**src/inc/rspd_defs.vh**
```
// register map, field positions, reset values and frame constants of the peak readout
`ifndef RSPD_DEFS_VH
`define RSPD_DEFS_VH

`define RSPD_ADDR_TRIM_MON 8'h1c
`define RSPD_ADDR_GLOB_A 8'h6c
`define RSPD_ADDR_GLOB_B 8'h8c
`define RSPD_ADDR_TEL_PEAK 8'hac
`define RSPD_ADDR_RUN_PEAK 8'had

`define RSPD_RST_TRIM_MON 8'h15
`define RSPD_RST_GLOB 8'h00
`define RSPD_RST_PEAK 8'h00

`define RSPD_MON_SEL_HI 6
`define RSPD_MON_SEL_LO 5
`define RSPD_MON_BUF_BIT 4
`define RSPD_OFFS_HI 3
`define RSPD_OFFS_LO 0
`define RSPD_AAF_HI 2
`define RSPD_AAF_LO 1
`define RSPD_INV_BIT 0

`define RSPD_CMD_WRITE 8'h02
`define RSPD_CMD_READ 8'h03
`define RSPD_SPI_BITS 5'd24
`define RSPD_SPI_HDR_BITS 5'd16

`define RSPD_AVG_SAMPLES 3'd4
`define RSPD_EVENT_LAG_BITS 2

`endif

```
**src/core/rspd_avg.v**
```verilog
// four-sample block averager of the converter stream
`timescale 1ns/1ps
`default_nettype none
`include "rspd_defs.vh"
module rspd_avg #(
  parameter WIDTH = 8
) (
  input wire clk_i, // system clock
  input wire rst_b_i, // async reset, active low
  input wire ce_i, // clock enable
  input wire [WIDTH-1:0] sample_i, // converter result
  input wire sample_valid_i, // one-cycle sample strobe
  output reg [WIDTH-1:0] avg_o, // truncated average
  output reg avg_valid_o // one-cycle, once per group of four
);
  reg [WIDTH+1:0] sum_q;
  reg [1:0] cnt_q;
  wire [WIDTH+1:0] sum_d;

  assign sum_d = sum_q + {2'b00, sample_i};

  always @(posedge clk_i or negedge rst_b_i) begin
    if (!rst_b_i) begin
      sum_q <= {(WIDTH+2){1'b0}};
      cnt_q <= 2'd0;
      avg_o <= {WIDTH{1'b0}};
      avg_valid_o <= 1'b0;
    end else if (ce_i) begin
      avg_valid_o <= 1'b0;
      if (sample_valid_i) begin
        if (cnt_q == 2'd3) begin
          // divide by four by dropping two bits
          avg_o <= sum_d[WIDTH+1:2];
          avg_valid_o <= 1'b1;
          sum_q <= {(WIDTH+2){1'b0}};
        end else begin
          sum_q <= sum_d;
        end
        cnt_q <= cnt_q + 2'd1;
      end
    end
  end
endmodule
`default_nettype wire

```
**src/core/rspd_top.v**
```verilog
// signal-strength peak readout with spi register access
// Summary of operation
// - 8-bit converter result feeds peak logic
// - average level over four samples
// - two independent peak detectors, same stream
// - telegram detector observes from sync to end
// - frame sync clears telegram running peak
// - end of message copies telegram peak
// - observation start delayed by bit count
// - sync and end events lag data
// - telegram peak cleared only by reset
// - running detector tracks only while receiver runs
// - higher averaged level replaces running peak
// - read refreshes register and restarts detector
// - read while idle keeps detector value
// - running peak register resets to zero
// - bits 6:5 select monitor pin signal
// - bit 4 enables monitor pin buffer
// - bits 3:0 set offset trim
// - bits 2:1 select anti-alias corner
// - converter scales strength ratio onto 0..255
// - bit 0 inverts manchester data polarity
`timescale 1ns/1ps
`default_nettype none
`include "rspd_defs.vh"
module rspd_top #(
  parameter WIDTH = 8,
  parameter LAG_BITS = `RSPD_EVENT_LAG_BITS,
  parameter DELAY_W = 8
) (
  input wire clk_i, // 200 mhz system clock
  input wire rst_b_i, // power-up reset, async, active low
  input wire ce_i, // clock enable, freezes all state when low
  input wire spi_sclk_i, // spi clock pin
  input wire spi_cs_b_i, // spi chip select pin, active low
  input wire spi_mosi_i, // spi data in pin
  output reg spi_miso_o, // spi data out
  output wire spi_miso_oe_o, // spi data out enable
  input wire [WIDTH-1:0] adc_sample_i, // scaled strength from converter
  input wire adc_valid_i, // one-cycle converter strobe
  input wire frame_sync_event_i, // one-cycle frame sync pulse
  input wire end_of_message_event_i, // one-cycle end of message pulse
  input wire bit_tick_i, // one-cycle pulse per data bit
  input wire rx_run_i, // receiver running level
  input wire cfg_sel_b_i, // selects configuration set b
  input wire [DELAY_W-1:0] peak_start_bit_delay_i, // bits to wait after sync
  output wire [1:0] monitor_signal_select_o, // monitor pin source
  output wire monitor_buffer_enable_o, // monitor pin buffer on
  output wire [3:0] strength_offset_trim_o, // offset trim
  output wire [1:0] anti_alias_corner_select_o, // filter corner
  output wire data_polarity_invert_o, // invert data polarity
  output wire [WIDTH-1:0] avg_level_o, // averaged level
  output wire telegram_active_o // telegram detector observing
);
  localparam ST_IDLE = 2'd0;
  localparam ST_WAIT = 2'd1;
  localparam ST_OBS = 2'd2;

  // ---------------- pin synchronisers, three stages ----------------
  reg [2:0] sclk_s_q;
  reg [2:0] cs_s_q;
  reg [2:0] mosi_s_q;
  always @(posedge clk_i or negedge rst_b_i) begin
    if (!rst_b_i) begin
      sclk_s_q <= 3'b000;
      cs_s_q <= 3'b111;
      mosi_s_q <= 3'b000;
    end else if (ce_i) begin
      sclk_s_q <= {sclk_s_q[1:0], spi_sclk_i};
      cs_s_q <= {cs_s_q[1:0], spi_cs_b_i};
      mosi_s_q <= {mosi_s_q[1:0], spi_mosi_i};
    end
  end

  // a change counts once stages two and three agree
  reg sclk_lvl_q;
  reg cs_lvl_q;
  reg mosi_lvl_q;
  always @(posedge clk_i or negedge rst_b_i) begin
    if (!rst_b_i) begin
      sclk_lvl_q <= 1'b0;
      cs_lvl_q <= 1'b1;
      mosi_lvl_q <= 1'b0;
    end else if (ce_i) begin
      if (sclk_s_q[1] == sclk_s_q[2]) begin
        sclk_lvl_q <= sclk_s_q[2];
      end
      if (cs_s_q[1] == cs_s_q[2]) begin
        cs_lvl_q <= cs_s_q[2];
      end
      if (mosi_s_q[1] == mosi_s_q[2]) begin
        mosi_lvl_q <= mosi_s_q[2];
      end
    end
  end

  wire sclk_now;
  wire cs_now;
  wire sclk_rise;
  wire sclk_fall;
  wire sel;
  assign sclk_now = (sclk_s_q[1] == sclk_s_q[2]) ? sclk_s_q[2] : sclk_lvl_q;
  assign cs_now = (cs_s_q[1] == cs_s_q[2]) ? cs_s_q[2] : cs_lvl_q;
  assign sel = !cs_now;
  assign sclk_rise = sel && sclk_now && !sclk_lvl_q;
  assign sclk_fall = sel && !sclk_now && sclk_lvl_q;
  assign spi_miso_oe_o = !cs_lvl_q;

  // ---------------- averager ----------------
  wire [WIDTH-1:0] avg;
  wire avg_valid;
  rspd_avg #(.WIDTH(WIDTH)) u_avg (
    .clk_i(clk_i),
    .rst_b_i(rst_b_i),
    .ce_i(ce_i),
    .sample_i(adc_sample_i),
    .sample_valid_i(adc_valid_i),
    .avg_o(avg),
    .avg_valid_o(avg_valid)
  );
  assign avg_level_o = avg;

  // ---------------- event lag, in data bits ----------------
  wire [1:0] ev_in;
  wire [1:0] ev_out;
  assign ev_in = {end_of_message_event_i, frame_sync_event_i};
  genvar g;
  generate
    for (g = 0; g < 2; g = g + 1) begin : g_lag
      reg pend_q;
      reg [3:0] lag_q;
      reg fire_q;
      always @(posedge clk_i or negedge rst_b_i) begin
        if (!rst_b_i) begin
          pend_q <= 1'b0;
          lag_q <= 4'd0;
          fire_q <= 1'b0;
        end else if (ce_i) begin
          fire_q <= 1'b0;
          if (ev_in[g]) begin
            pend_q <= 1'b1;
            lag_q <= 4'd0;
          end else if (pend_q && bit_tick_i) begin
            if (lag_q == LAG_BITS[3:0] - 4'd1) begin
              pend_q <= 1'b0;
              fire_q <= 1'b1;
            end else begin
              lag_q <= lag_q + 4'd1;
            end
          end
        end
      end
      assign ev_out[g] = (LAG_BITS == 0) ? ev_in[g] : fire_q;
    end
  endgenerate
  wire frame_sync_event_lag;
  wire eom_lag;
  assign frame_sync_event_lag = ev_out[0];
  assign eom_lag = ev_out[1];

  // ---------------- telegram peak detector ----------------
  reg [1:0] tel_st_q;
  reg [DELAY_W-1:0] tel_cnt_q;
  reg [WIDTH-1:0] tel_run_q;
  reg [WIDTH-1:0] telegram_peak_level_q;
  wire tel_hit;
  assign tel_hit = avg_valid && (tel_st_q == ST_OBS) && (avg > tel_run_q);
  assign telegram_active_o = (tel_st_q == ST_OBS);

  always @(posedge clk_i or negedge rst_b_i) begin
    if (!rst_b_i) begin
      tel_st_q <= ST_IDLE;
      tel_cnt_q <= {DELAY_W{1'b0}};
      tel_run_q <= {WIDTH{1'b0}};
      telegram_peak_level_q <= `RSPD_RST_PEAK;
    end else if (ce_i) begin
      if (frame_sync_event_lag) begin
        tel_run_q <= {WIDTH{1'b0}};
        tel_cnt_q <= {DELAY_W{1'b0}};
        if (peak_start_bit_delay_i == {DELAY_W{1'b0}}) begin
          tel_st_q <= ST_OBS;
        end else begin
          tel_st_q <= ST_WAIT;
        end
      end else if (eom_lag) begin
        if (tel_st_q != ST_IDLE) begin
          telegram_peak_level_q <= tel_hit ? avg : tel_run_q;
        end
        tel_st_q <= ST_IDLE;
      end else begin
        case (tel_st_q)
          ST_IDLE: begin
            tel_cnt_q <= {DELAY_W{1'b0}};
          end
          ST_WAIT: begin
            if (bit_tick_i) begin
              if (tel_cnt_q == peak_start_bit_delay_i - {{(DELAY_W-1){1'b0}}, 1'b1}) begin
                tel_st_q <= ST_OBS;
              end else begin
                tel_cnt_q <= tel_cnt_q + {{(DELAY_W-1){1'b0}}, 1'b1};
              end
            end
          end
          ST_OBS: begin
            if (tel_hit) begin
              tel_run_q <= avg;
            end
          end
          default: begin
            tel_st_q <= ST_IDLE;
          end
        endcase
      end
    end
  end

  // ---------------- spi frame: command, address, data ----------------
  reg [4:0] bit_cnt_q;
  reg [7:0] sh_in_q;
  reg [7:0] cmd_q;
  reg [7:0] addr_q;
  reg [7:0] sh_out_q;
  reg [7:0] trim_mon_q;
  reg [7:0] glob_a_q;
  reg [7:0] glob_b_q;
  reg [WIDTH-1:0] run_det_q;
  reg [WIDTH-1:0] running_peak_level_q;

  wire [7:0] sh_in_d;
  wire hdr_done;
  wire wr_done;
  wire rd_run_peak;
  wire run_hit;
  wire [WIDTH-1:0] run_now;
  assign sh_in_d = {sh_in_q[6:0], mosi_lvl_q};
  assign hdr_done = sclk_rise && (bit_cnt_q == `RSPD_SPI_HDR_BITS - 5'd1);
  assign wr_done = sclk_rise && (bit_cnt_q == `RSPD_SPI_BITS - 5'd1)
    && (cmd_q == `RSPD_CMD_WRITE);
  assign rd_run_peak = hdr_done && (cmd_q == `RSPD_CMD_READ)
    && (sh_in_d == `RSPD_ADDR_RUN_PEAK);
  assign run_hit = rx_run_i && avg_valid && (avg > run_det_q);
  assign run_now = run_hit ? avg : run_det_q;

  // read decode, shared by the shift loader
  function [7:0] rspd_rdata;
    input [7:0] a;
    input [WIDTH-1:0] tel;
    input [WIDTH-1:0] run;
    begin
      case (a)
        `RSPD_ADDR_TEL_PEAK: rspd_rdata = tel;
        `RSPD_ADDR_RUN_PEAK: rspd_rdata = run;
        default: rspd_rdata = 8'h00;
      endcase
    end
  endfunction

  always @(posedge clk_i or negedge rst_b_i) begin
    if (!rst_b_i) begin
      bit_cnt_q <= 5'd0;
      sh_in_q <= 8'h00;
      cmd_q <= 8'h00;
      addr_q <= 8'h00;
      sh_out_q <= 8'h00;
      spi_miso_o <= 1'b0;
    end else if (ce_i) begin
      if (!sel) begin
        bit_cnt_q <= 5'd0;
      end else begin
        if (sclk_rise) begin
          sh_in_q <= sh_in_d;
          if (bit_cnt_q != `RSPD_SPI_BITS) begin
            bit_cnt_q <= bit_cnt_q + 5'd1;
          end
          if (bit_cnt_q == 5'd7) begin
            cmd_q <= sh_in_d;
          end
          if (hdr_done) begin
            addr_q <= sh_in_d;
            sh_out_q <= rspd_rdata(sh_in_d, telegram_peak_level_q, run_now);
          end
        end
        if (sclk_fall) begin
          spi_miso_o <= sh_out_q[7];
          sh_out_q <= {sh_out_q[6:0], 1'b0};
        end
      end
    end
  end

  // ---------------- configuration registers, write only ----------------
  always @(posedge clk_i or negedge rst_b_i) begin
    if (!rst_b_i) begin
      trim_mon_q <= `RSPD_RST_TRIM_MON;
      glob_a_q <= `RSPD_RST_GLOB;
      glob_b_q <= `RSPD_RST_GLOB;
    end else if (ce_i && wr_done) begin
      case (addr_q)
        `RSPD_ADDR_TRIM_MON: trim_mon_q <= sh_in_d;
        `RSPD_ADDR_GLOB_A: glob_a_q <= sh_in_d;
        `RSPD_ADDR_GLOB_B: glob_b_q <= sh_in_d;
        default: trim_mon_q <= trim_mon_q;
      endcase
    end
  end

  wire [7:0] glob;
  assign glob = cfg_sel_b_i ? glob_b_q : glob_a_q;
  assign monitor_signal_select_o = trim_mon_q[`RSPD_MON_SEL_HI:`RSPD_MON_SEL_LO];
  assign monitor_buffer_enable_o = trim_mon_q[`RSPD_MON_BUF_BIT];
  assign strength_offset_trim_o = trim_mon_q[`RSPD_OFFS_HI:`RSPD_OFFS_LO];
  assign anti_alias_corner_select_o = glob[`RSPD_AAF_HI:`RSPD_AAF_LO];
  assign data_polarity_invert_o = glob[`RSPD_INV_BIT];

  // ---------------- free-running peak detector ----------------
  always @(posedge clk_i or negedge rst_b_i) begin
    if (!rst_b_i) begin
      run_det_q <= {WIDTH{1'b0}};
      running_peak_level_q <= `RSPD_RST_PEAK;
    end else if (ce_i) begin
      if (rd_run_peak && rx_run_i) begin
        running_peak_level_q <= run_now;
        // a sample above the detector landing on the read cycle starts the next window
        run_det_q <= run_hit ? avg : {WIDTH{1'b0}};
      end else if (run_hit) begin
        run_det_q <= avg;
      end
      // idle reads leave the detector untouched
      if (rd_run_peak && !rx_run_i) begin
        running_peak_level_q <= run_det_q;
      end
    end
  end

endmodule
`default_nettype wire

```
**config.mk**
```make
export PLATFORM = sky130hd
export DESIGN_NAME = rspd_top
export DESIGN_NICKNAME = d
export VERILOG_FILES = /design/src/core/rspd_avg.v /design/src/core/rspd_top.v
export VERILOG_INCLUDE_DIRS = /design/src /design/src/inc
export SDC_FILE = /design/constraint.sdc
export NUM_CORES = 1
export LEC_CHECK = 0
export BUFFER_PORTS_ARGS = -buffer_cell sky130_fd_sc_hd__buf_2
export CAP_MARGIN = 20
export CORE_ASPECT_RATIO = 1.4
export CORE_MARGIN = 3
export CORE_UTILIZATION = 50
export CTS_CLUSTER_DIAMETER = 200
export DETAILED_ROUTE_END_ITERATION = 10
export PLACE_DENSITY = 0.78
export SLEW_MARGIN = 10
export SYNTH_ARGS = -nofsm -noshare
export SYNTH_HDL_FRONTEND = slang
export SYNTH_HIERARCHICAL = 1
export SYNTH_SLANG_ARGS = --single-unit
```
**constraint.sdc**
```tcl
create_clock -name clk_i -period 3.95 [get_ports clk_i]
set_clock_uncertainty 0.1 [all_clocks]
set_input_delay 0.395 -clock clk_i [delete_from_list [all_inputs] [get_ports clk_i]]
set_output_delay 0.395 -clock clk_i [all_outputs]
set_load 0.005 [all_outputs]
```
== Word-level counts from Yosys, hierarchy flattened ==
Cells that the tools add are included.

* Register bits: 129
* Output and inout port bits: 21
* Input port bits: 28
* Word-level logic and storage cells: 173

* Reductions and logical operators: 55
* Bitwise logic cells: 2
* Order comparisons: 2
* Equal/unequal tests: 28
* Add/sub/neg operators: 7
* Multiplexer cells: 49

{| class="wikitable"
|+ Operators by type and width
! operator !! count
|-
| $mux W8 || 14
|-
| $pmux W8 S2 || 2
|-
| $reduce_and A3 Y1 || 9
|-
| $eq A8 B8 Y1 const B || 3
|-
| $mux W4 || 6
|-
| $reduce_and A4 Y1 || 5
|-
| $reduce_bool A2 Y1 || 10
|-
| $logic_and A1 B1 Y1 || 17
|-
| $eq A8 B2 Y1 const B || 2
|-
| $gt A8 B8 Y1 || 2
|-
| $mux W1 || 16
|-
| $mux W5 || 3
|-
| $add A10 B8 Y10 || 1
|-
| $mux W10 || 1
|-
| $mux W2 || 5
|-
| $reduce_and A2 Y1 || 5
|-
| $add A4 B1 Y4 const B || 2
|-
| $add A8 B1 Y8 const B || 1
|-
| $eq A4 B1 Y1 const B || 2
|-
| $eq A8 B5 Y1 const B || 1
|-
| $eq A8 B7 Y1 const B || 1
|-
| $eq A8 B8 Y1 || 1
|-
| $logic_not A8 Y1 || 1
|-
| $ne A4 B4 Y1 const B || 2
|-
| 21 further kinds || 31
|}

== Depth between registers and ports, before layout ==
* Depth after elaboration: 10
* Mapped depth: 9
* Depth with buffers taken out: 8

== Modules after synthesis ==
Netlist, hierarchy kept.

{| class="wikitable"
|+ Modules (own cells, without submodules)
! module !! area each (sq um) !! times used !! seq. area each (sq um) !! cells an instance
|-
| rspd_top || 5859.4 || 1 || 2711.4 || 576
|-
| rspd_avg || 1169.9 || 1 || 525.5 || 114
|}

== Least setup slack after synthesis ==
No wires, ideal clock.

* Path kind: register -> register
* From: register u_avg.avg_o[1]
* To: register run_det_q[0]
* Slack: 1.406 ns
* Required time: 3.783 ns
* Setup time: 0.067 ns
* Cell stages (with the launch flop): 8
* Period minus slack after synthesis: 2.544 ns
* Data arrival time: 2.377 ns
* Path buffers: 0
* Cells stage by stage: dfrtp_1 -> ha_1 -> nor2b_1 -> o211ai_1 -> nor4bb_1 -> nor2_1 -> o21ai_1 -> a22o_1

* Longest elaborated chain between the ends: 4
* Elaborated cells between the ends (all ways): 5
* Classes of those cells: order compare (1); mux (3); reduce/logical (1)

{| class="wikitable"
|+ RTL lines
! item !! RTL line !! RTL
|-
| from (decl) || rspd_avg.v:13 || <nowiki>output reg [WIDTH-1:0] avg_o,</nowiki>
|-
| from (signal assigned) || rspd_avg.v:26 || <nowiki>avg_o <= {WIDTH{1'b0}};</nowiki>
|-
| from (signal assigned) || rspd_avg.v:33 || <nowiki>avg_o <= sum_d[WIDTH+1:2];</nowiki>
|-
| $gt A8 B8 Y1 (*) || rspd_top.v:241 || <nowiki>assign run_hit = rx_run_i && avg_valid && (avg > run_det_q);</nowiki>
|-
| $logic_and A1 B1 Y1 (*) || rspd_top.v:241 ||
|-
| $mux W8, on equally long branches || - ||
|-
| $mux W8 (*) || rspd_top.v:321 || <nowiki>if (rd_run_peak && rx_run_i) begin</nowiki>
|-
| to (signal assigned) || rspd_top.v:318 || <nowiki>run_det_q <= {WIDTH{1'b0}};</nowiki>
|-
| to (signal assigned) || rspd_top.v:324 || <nowiki>run_det_q <= run_hit ? avg : {WIDTH{1'b0}};</nowiki>
|-
| to (signal assigned) || rspd_top.v:326 || <nowiki>run_det_q <= avg;</nowiki>
|-
| to (decl) || rspd_top.v:226 || <nowiki>reg [WIDTH-1:0] run_det_q;</nowiki>
|}

Every way passes the cells marked *; elsewhere a longest branch is shown, timed or not.
A chain may end at the register's enable or synchronous reset.

== Worst setup path after layout ==
* From: register u_avg.avg_o[1]
* To: register run_det_q[2]

The elaborated chain is that of the path after synthesis.

==> run summary <==
The area fraction in compound gates after synthesis is 15.2%. The die span in y came out at 146 um. On the worst path, the slowest cell contributes a delay of 0.97 ns. The average wire per cell in the routed design came out at 17.2 um. The signal on the critical path passes through ha_1 -> nor2b_1 -> o211ai_1 -> nor4bb_1 -> nor2_1 -> o21ai_1 -> a22o_1. After layout, the design draws a total of 5.12 mW. The final wirelength came out at 16.1 mm. The overall routing resource usage is 21.9%. Synthesis produced a netlist with a net count of 754. The count of boundary I/O pins came out at 49. The most common flop cell mapped by yosys is dfrtp_1.

The slowest stage cell on the critical path is nor4bb_1. The post-route worst hold slack is -0.0270 ns. The pre-antenna-repair detailed-routing pass consisted of 5 iterations. The startpoint kind of the worst setup timing path is a flip-flop.

CTS saw 129 sinks. The horizontal die dimension is 106 um. The classification of the worst setup path is flip-flop to flip-flop. The total setup violations reported at the end of the flow is 0. The maximum level of the CTS H-tree came out at 4. Timing analysis after detailed placement gives a worst setup slack of 1.00 ns. The commonest cells after synthesis are dfrtp_1 (122), nand2_1 (74), mux2_2 (52). The multiplexer area fraction after synthesis is 10.7%. The layout overhead on the synthesized area is 14.8%. The total of cells resized after clock tree synthesis is 0. In this run the worst setup path begins at u_avg/avg_o[1]$_DFFE_PN0P_. The category of the worst setup path capture point is a flip-flop. The maximum number of pins on one net before global-route repair came out at 130. The remaining design rule violation count is 0. The placed cell count is 906.

The post-synthesis area per instance came out at 10.2 um^2. The number of nets with antenna violations after detailed routing came out at 0. The longest clock path from root to sink contains 2 buffers. The data arrival time of the worst path came out at 3.47 ns. The library cell occupying the most area in the post-synthesis netlist is dfrtp_1.

The DRC marker count from the first detailed-route iteration is 365. The post-synthesis share of cell area spent on xor and xnor gates is 2.49%. The overall overflow remaining after global route is 0. The final-layout fill cell count is 1129. The fraction of final layout cells sized beyond drive strength 1 is 20.9%. The simple-gate portion of the synthesized area came out at 15.1%. In the synthesized netlist the async set-or-reset flop fraction comes to 100%. Setup total negative slack on the finished layout was measured at 0 ns. The total number of placement rows is 50. The relative slew slack came out at 25.3%.

The Yosys step of the flow raised 6 warnings. The worst hold path belongs to the class input pin to asynchronous set/reset pin. The checks that failed: hold timing.

The number of enable-type register cells in the synthesized netlist came out at 0. The startpoint identified for the worst register-to-register timing path is u_avg/avg_o[1]$_DFFE_PN0P_. The final count of hold timing violations is 6. The peak clock frequency supported by timing came out at 310 MHz.

Yosys instantiated no cell more often than dfrtp_1. The synthesized instance count came out at 690. The synthesized netlist contains 75 unique library cells. The placed instances occupy a cell area of 7460 um^2. The die covers 15500 um^2. The sequential element share of the synthesized area came out at 46.0%.

In the post-synthesis netlist, the biggest area contributors are dfrtp_1 (43%), mux2_2 (8.3%), ha_1 (6.2%). The adder-cell area share of the yosys netlist is 6.67%. Once the clock tree was built, the setup fixing pass inserted 0 buffers. The number of diodes added for antenna fixing came out at 0. Counting the buffers created by CTS gives 17.

Cells fill 59.4% of the core in the end. The final design area excluding fillers is 8070 um^2. The share of synthesized area in the top cell type comes to 43.4%. The quantity of hold-fixing buffers added after cts is 0.

The depth of the worst register-to-register path is 7. The initial antenna violation count is 0. The final clock period utilization by the worst path is 81.6%. The area of the core is 13600 um^2. The clock reaches the later pin of the worst-skew pair after 0.42 ns. The number of standard cells in the layout, taps in and fillers out is 939. The detailed router placed 5514 vias in this run.

The congestion estimate from routability-driven global placement came to 0.941. The post-route worst setup slack is 0.726 ns. The leakage power total is 3.84 nW.

For the pin with the worst max-slew slack, the measured transition is 1.11 ns. The clock transition at the registers of the reported paths is 0.06 ns. The total of flip-flops plus latches after synthesis came out at 129. The cell area after synthesis came out at 7030 um^2. The tree is rooted in a clkbuf_16. The number of global-route vias before repair came to 5682.

The max-capacitance violation count came out at 0. Using the TritonRoute via totals, the vias-per-cell ratio works out to 5.87. The run finished, with violations left. Setup repair after global routing left no endpoint under its margin. The final net count came out at 808. The maximum fanout along the worst path came out at 8.

Power spread over the standard cell area amounts to 635 nW/um^2. The starting density of the core came out at 51.8%. The number of buffers inserted by port buffering came out at 48. After synthesis, the largest family of logic cells by area is compound AO/OA/AOI/OAI gates. TritonCTS built the clock tree. The number of pins with negative max-slew slack in the final report came out at 0. The required time reported for the critical path endpoint came out at 4.20 ns. The clock period minus final worst setup slack came out at 3.22 ns. The global-route wire length before repair is 27.8 mm. The peak supply drop is 0.451 mV. The sum of net half-perimeters after detailed placement came out at 11.5 mm.
where the power goes:
group / internal [mW] / switching [mW]
logic: 0.671 / 0.847
registers: 1.65 / 0.378
clock network: 0.949 / 0.630
cells by family (layout without fill, tap and decap cells):
kind of cell	after synthesis	count (layout)
simple gates	209	209
compound gates	160	160
flops	129	129
mux	68	68
buf+inv	67	134
fa+ha+maj	37	37
xor+xnor	20	20
final timing paths:
| path | slack (ns) | to |
|---|---|---|
| setup reg to reg | 0.73 | run_det_q[2]$_DFFE_PN0P_ |
| hold / removal | -0.03 | trim_mon_q[6]$_DFFE_PN0P_ |
| hold reg to reg | 0.38 | u_avg/cnt_q[0]$_DFFE_PN0P_ |
| min in group clk_i | 0.11 | cs_s_q[0]$_DFFE_PN1P_ |
| setup / recovery | 0.73 | run_det_q[2]$_DFFE_PN0P_ |
| max in group asynchronous | 3.27 | u_avg/sum_q[5]$_DFFE_PN0P_ |
final cells by class:
type                    count  area, um^2  share of cell area, %
repair buffers             52         285                   3.54
inverters                  50         188                   2.33
well taps                 182         228                   2.82
multi-input cells         494        3530                   43.8
clock inverters            15         173                   2.14
clock buffers              17         425                   5.27
flip-flops and latches    129        3240                   40.1
sequential cells by signal (all words and copies together), names as in the netlist, 5 cells and up:
name	flops
addr_q	8
bit_cnt_q	5
cmd_q	8
g_lag.lag_q	8
run_det_q	8
sh_in_q	7
sh_out_q	8
tel_cnt_q	8
tel_run_q	8
telegram_peak_level_q	8
trim_mon_q	7
u_avg/avg_o	8
u_avg/sum_q	10
routing by layer:
layer,vias up,track usage (%),part of all wire (%),wire (um)
met5,-,0,0,0
met4,0,7.13,1.9,303
met3,19,4.25,4.5,723
met2,137,37.3,51,8220
met1,2744,27.9,43,6890
li1,2614,-,-,-
worst max-delay path, delay by kind of cell (launching register included):
family                     cells  cell delay, ns
adders and majority gates      1            0.34
AOI/OAI and AO/OA              3            0.95
DFF                            1            0.47
and+or+nand+nor                3            1.30
cell usage in the layout (no fill, tap or decap), types with 4 or more instances in the layout:
| cell | count |
|---|---|
| a21o_1 | 9 |
| o211ai_1 | 6 |
| buf_2 | 47 |
| nor2b_1 | 8 |
| nor3_1 | 11 |
| a2bb2oi_1 | 7 |
| nand4_1 | 5 |
| o21ai_0 | 45 |
| inv_1 | 50 |
| dfstp_2 | 7 |
| buf_4 | 4 |
| or4_1 | 5 |
| xnor2_1 | 13 |
| o22ai_1 | 5 |
| and2_1 | 4 |
| nor2_1 | 38 |
| a21oi_1 | 34 |
| xor2_1 | 7 |
| and3_1 | 8 |
| clkbuf_16 | 17 |
| ha_1 | 35 |
| nand2_1 | 74 |
| dfrtp_1 | 122 |
| nand2b_1 | 5 |
| mux2_2 | 52 |
| o31ai_1 | 4 |
| o221ai_1 | 7 |
| inv_6 | 6 |
| a22o_1 | 15 |
| mux2i_1 | 15 |
| nand3_1 | 26 |
Note: power is estimated with default switching activity, not from simulation.
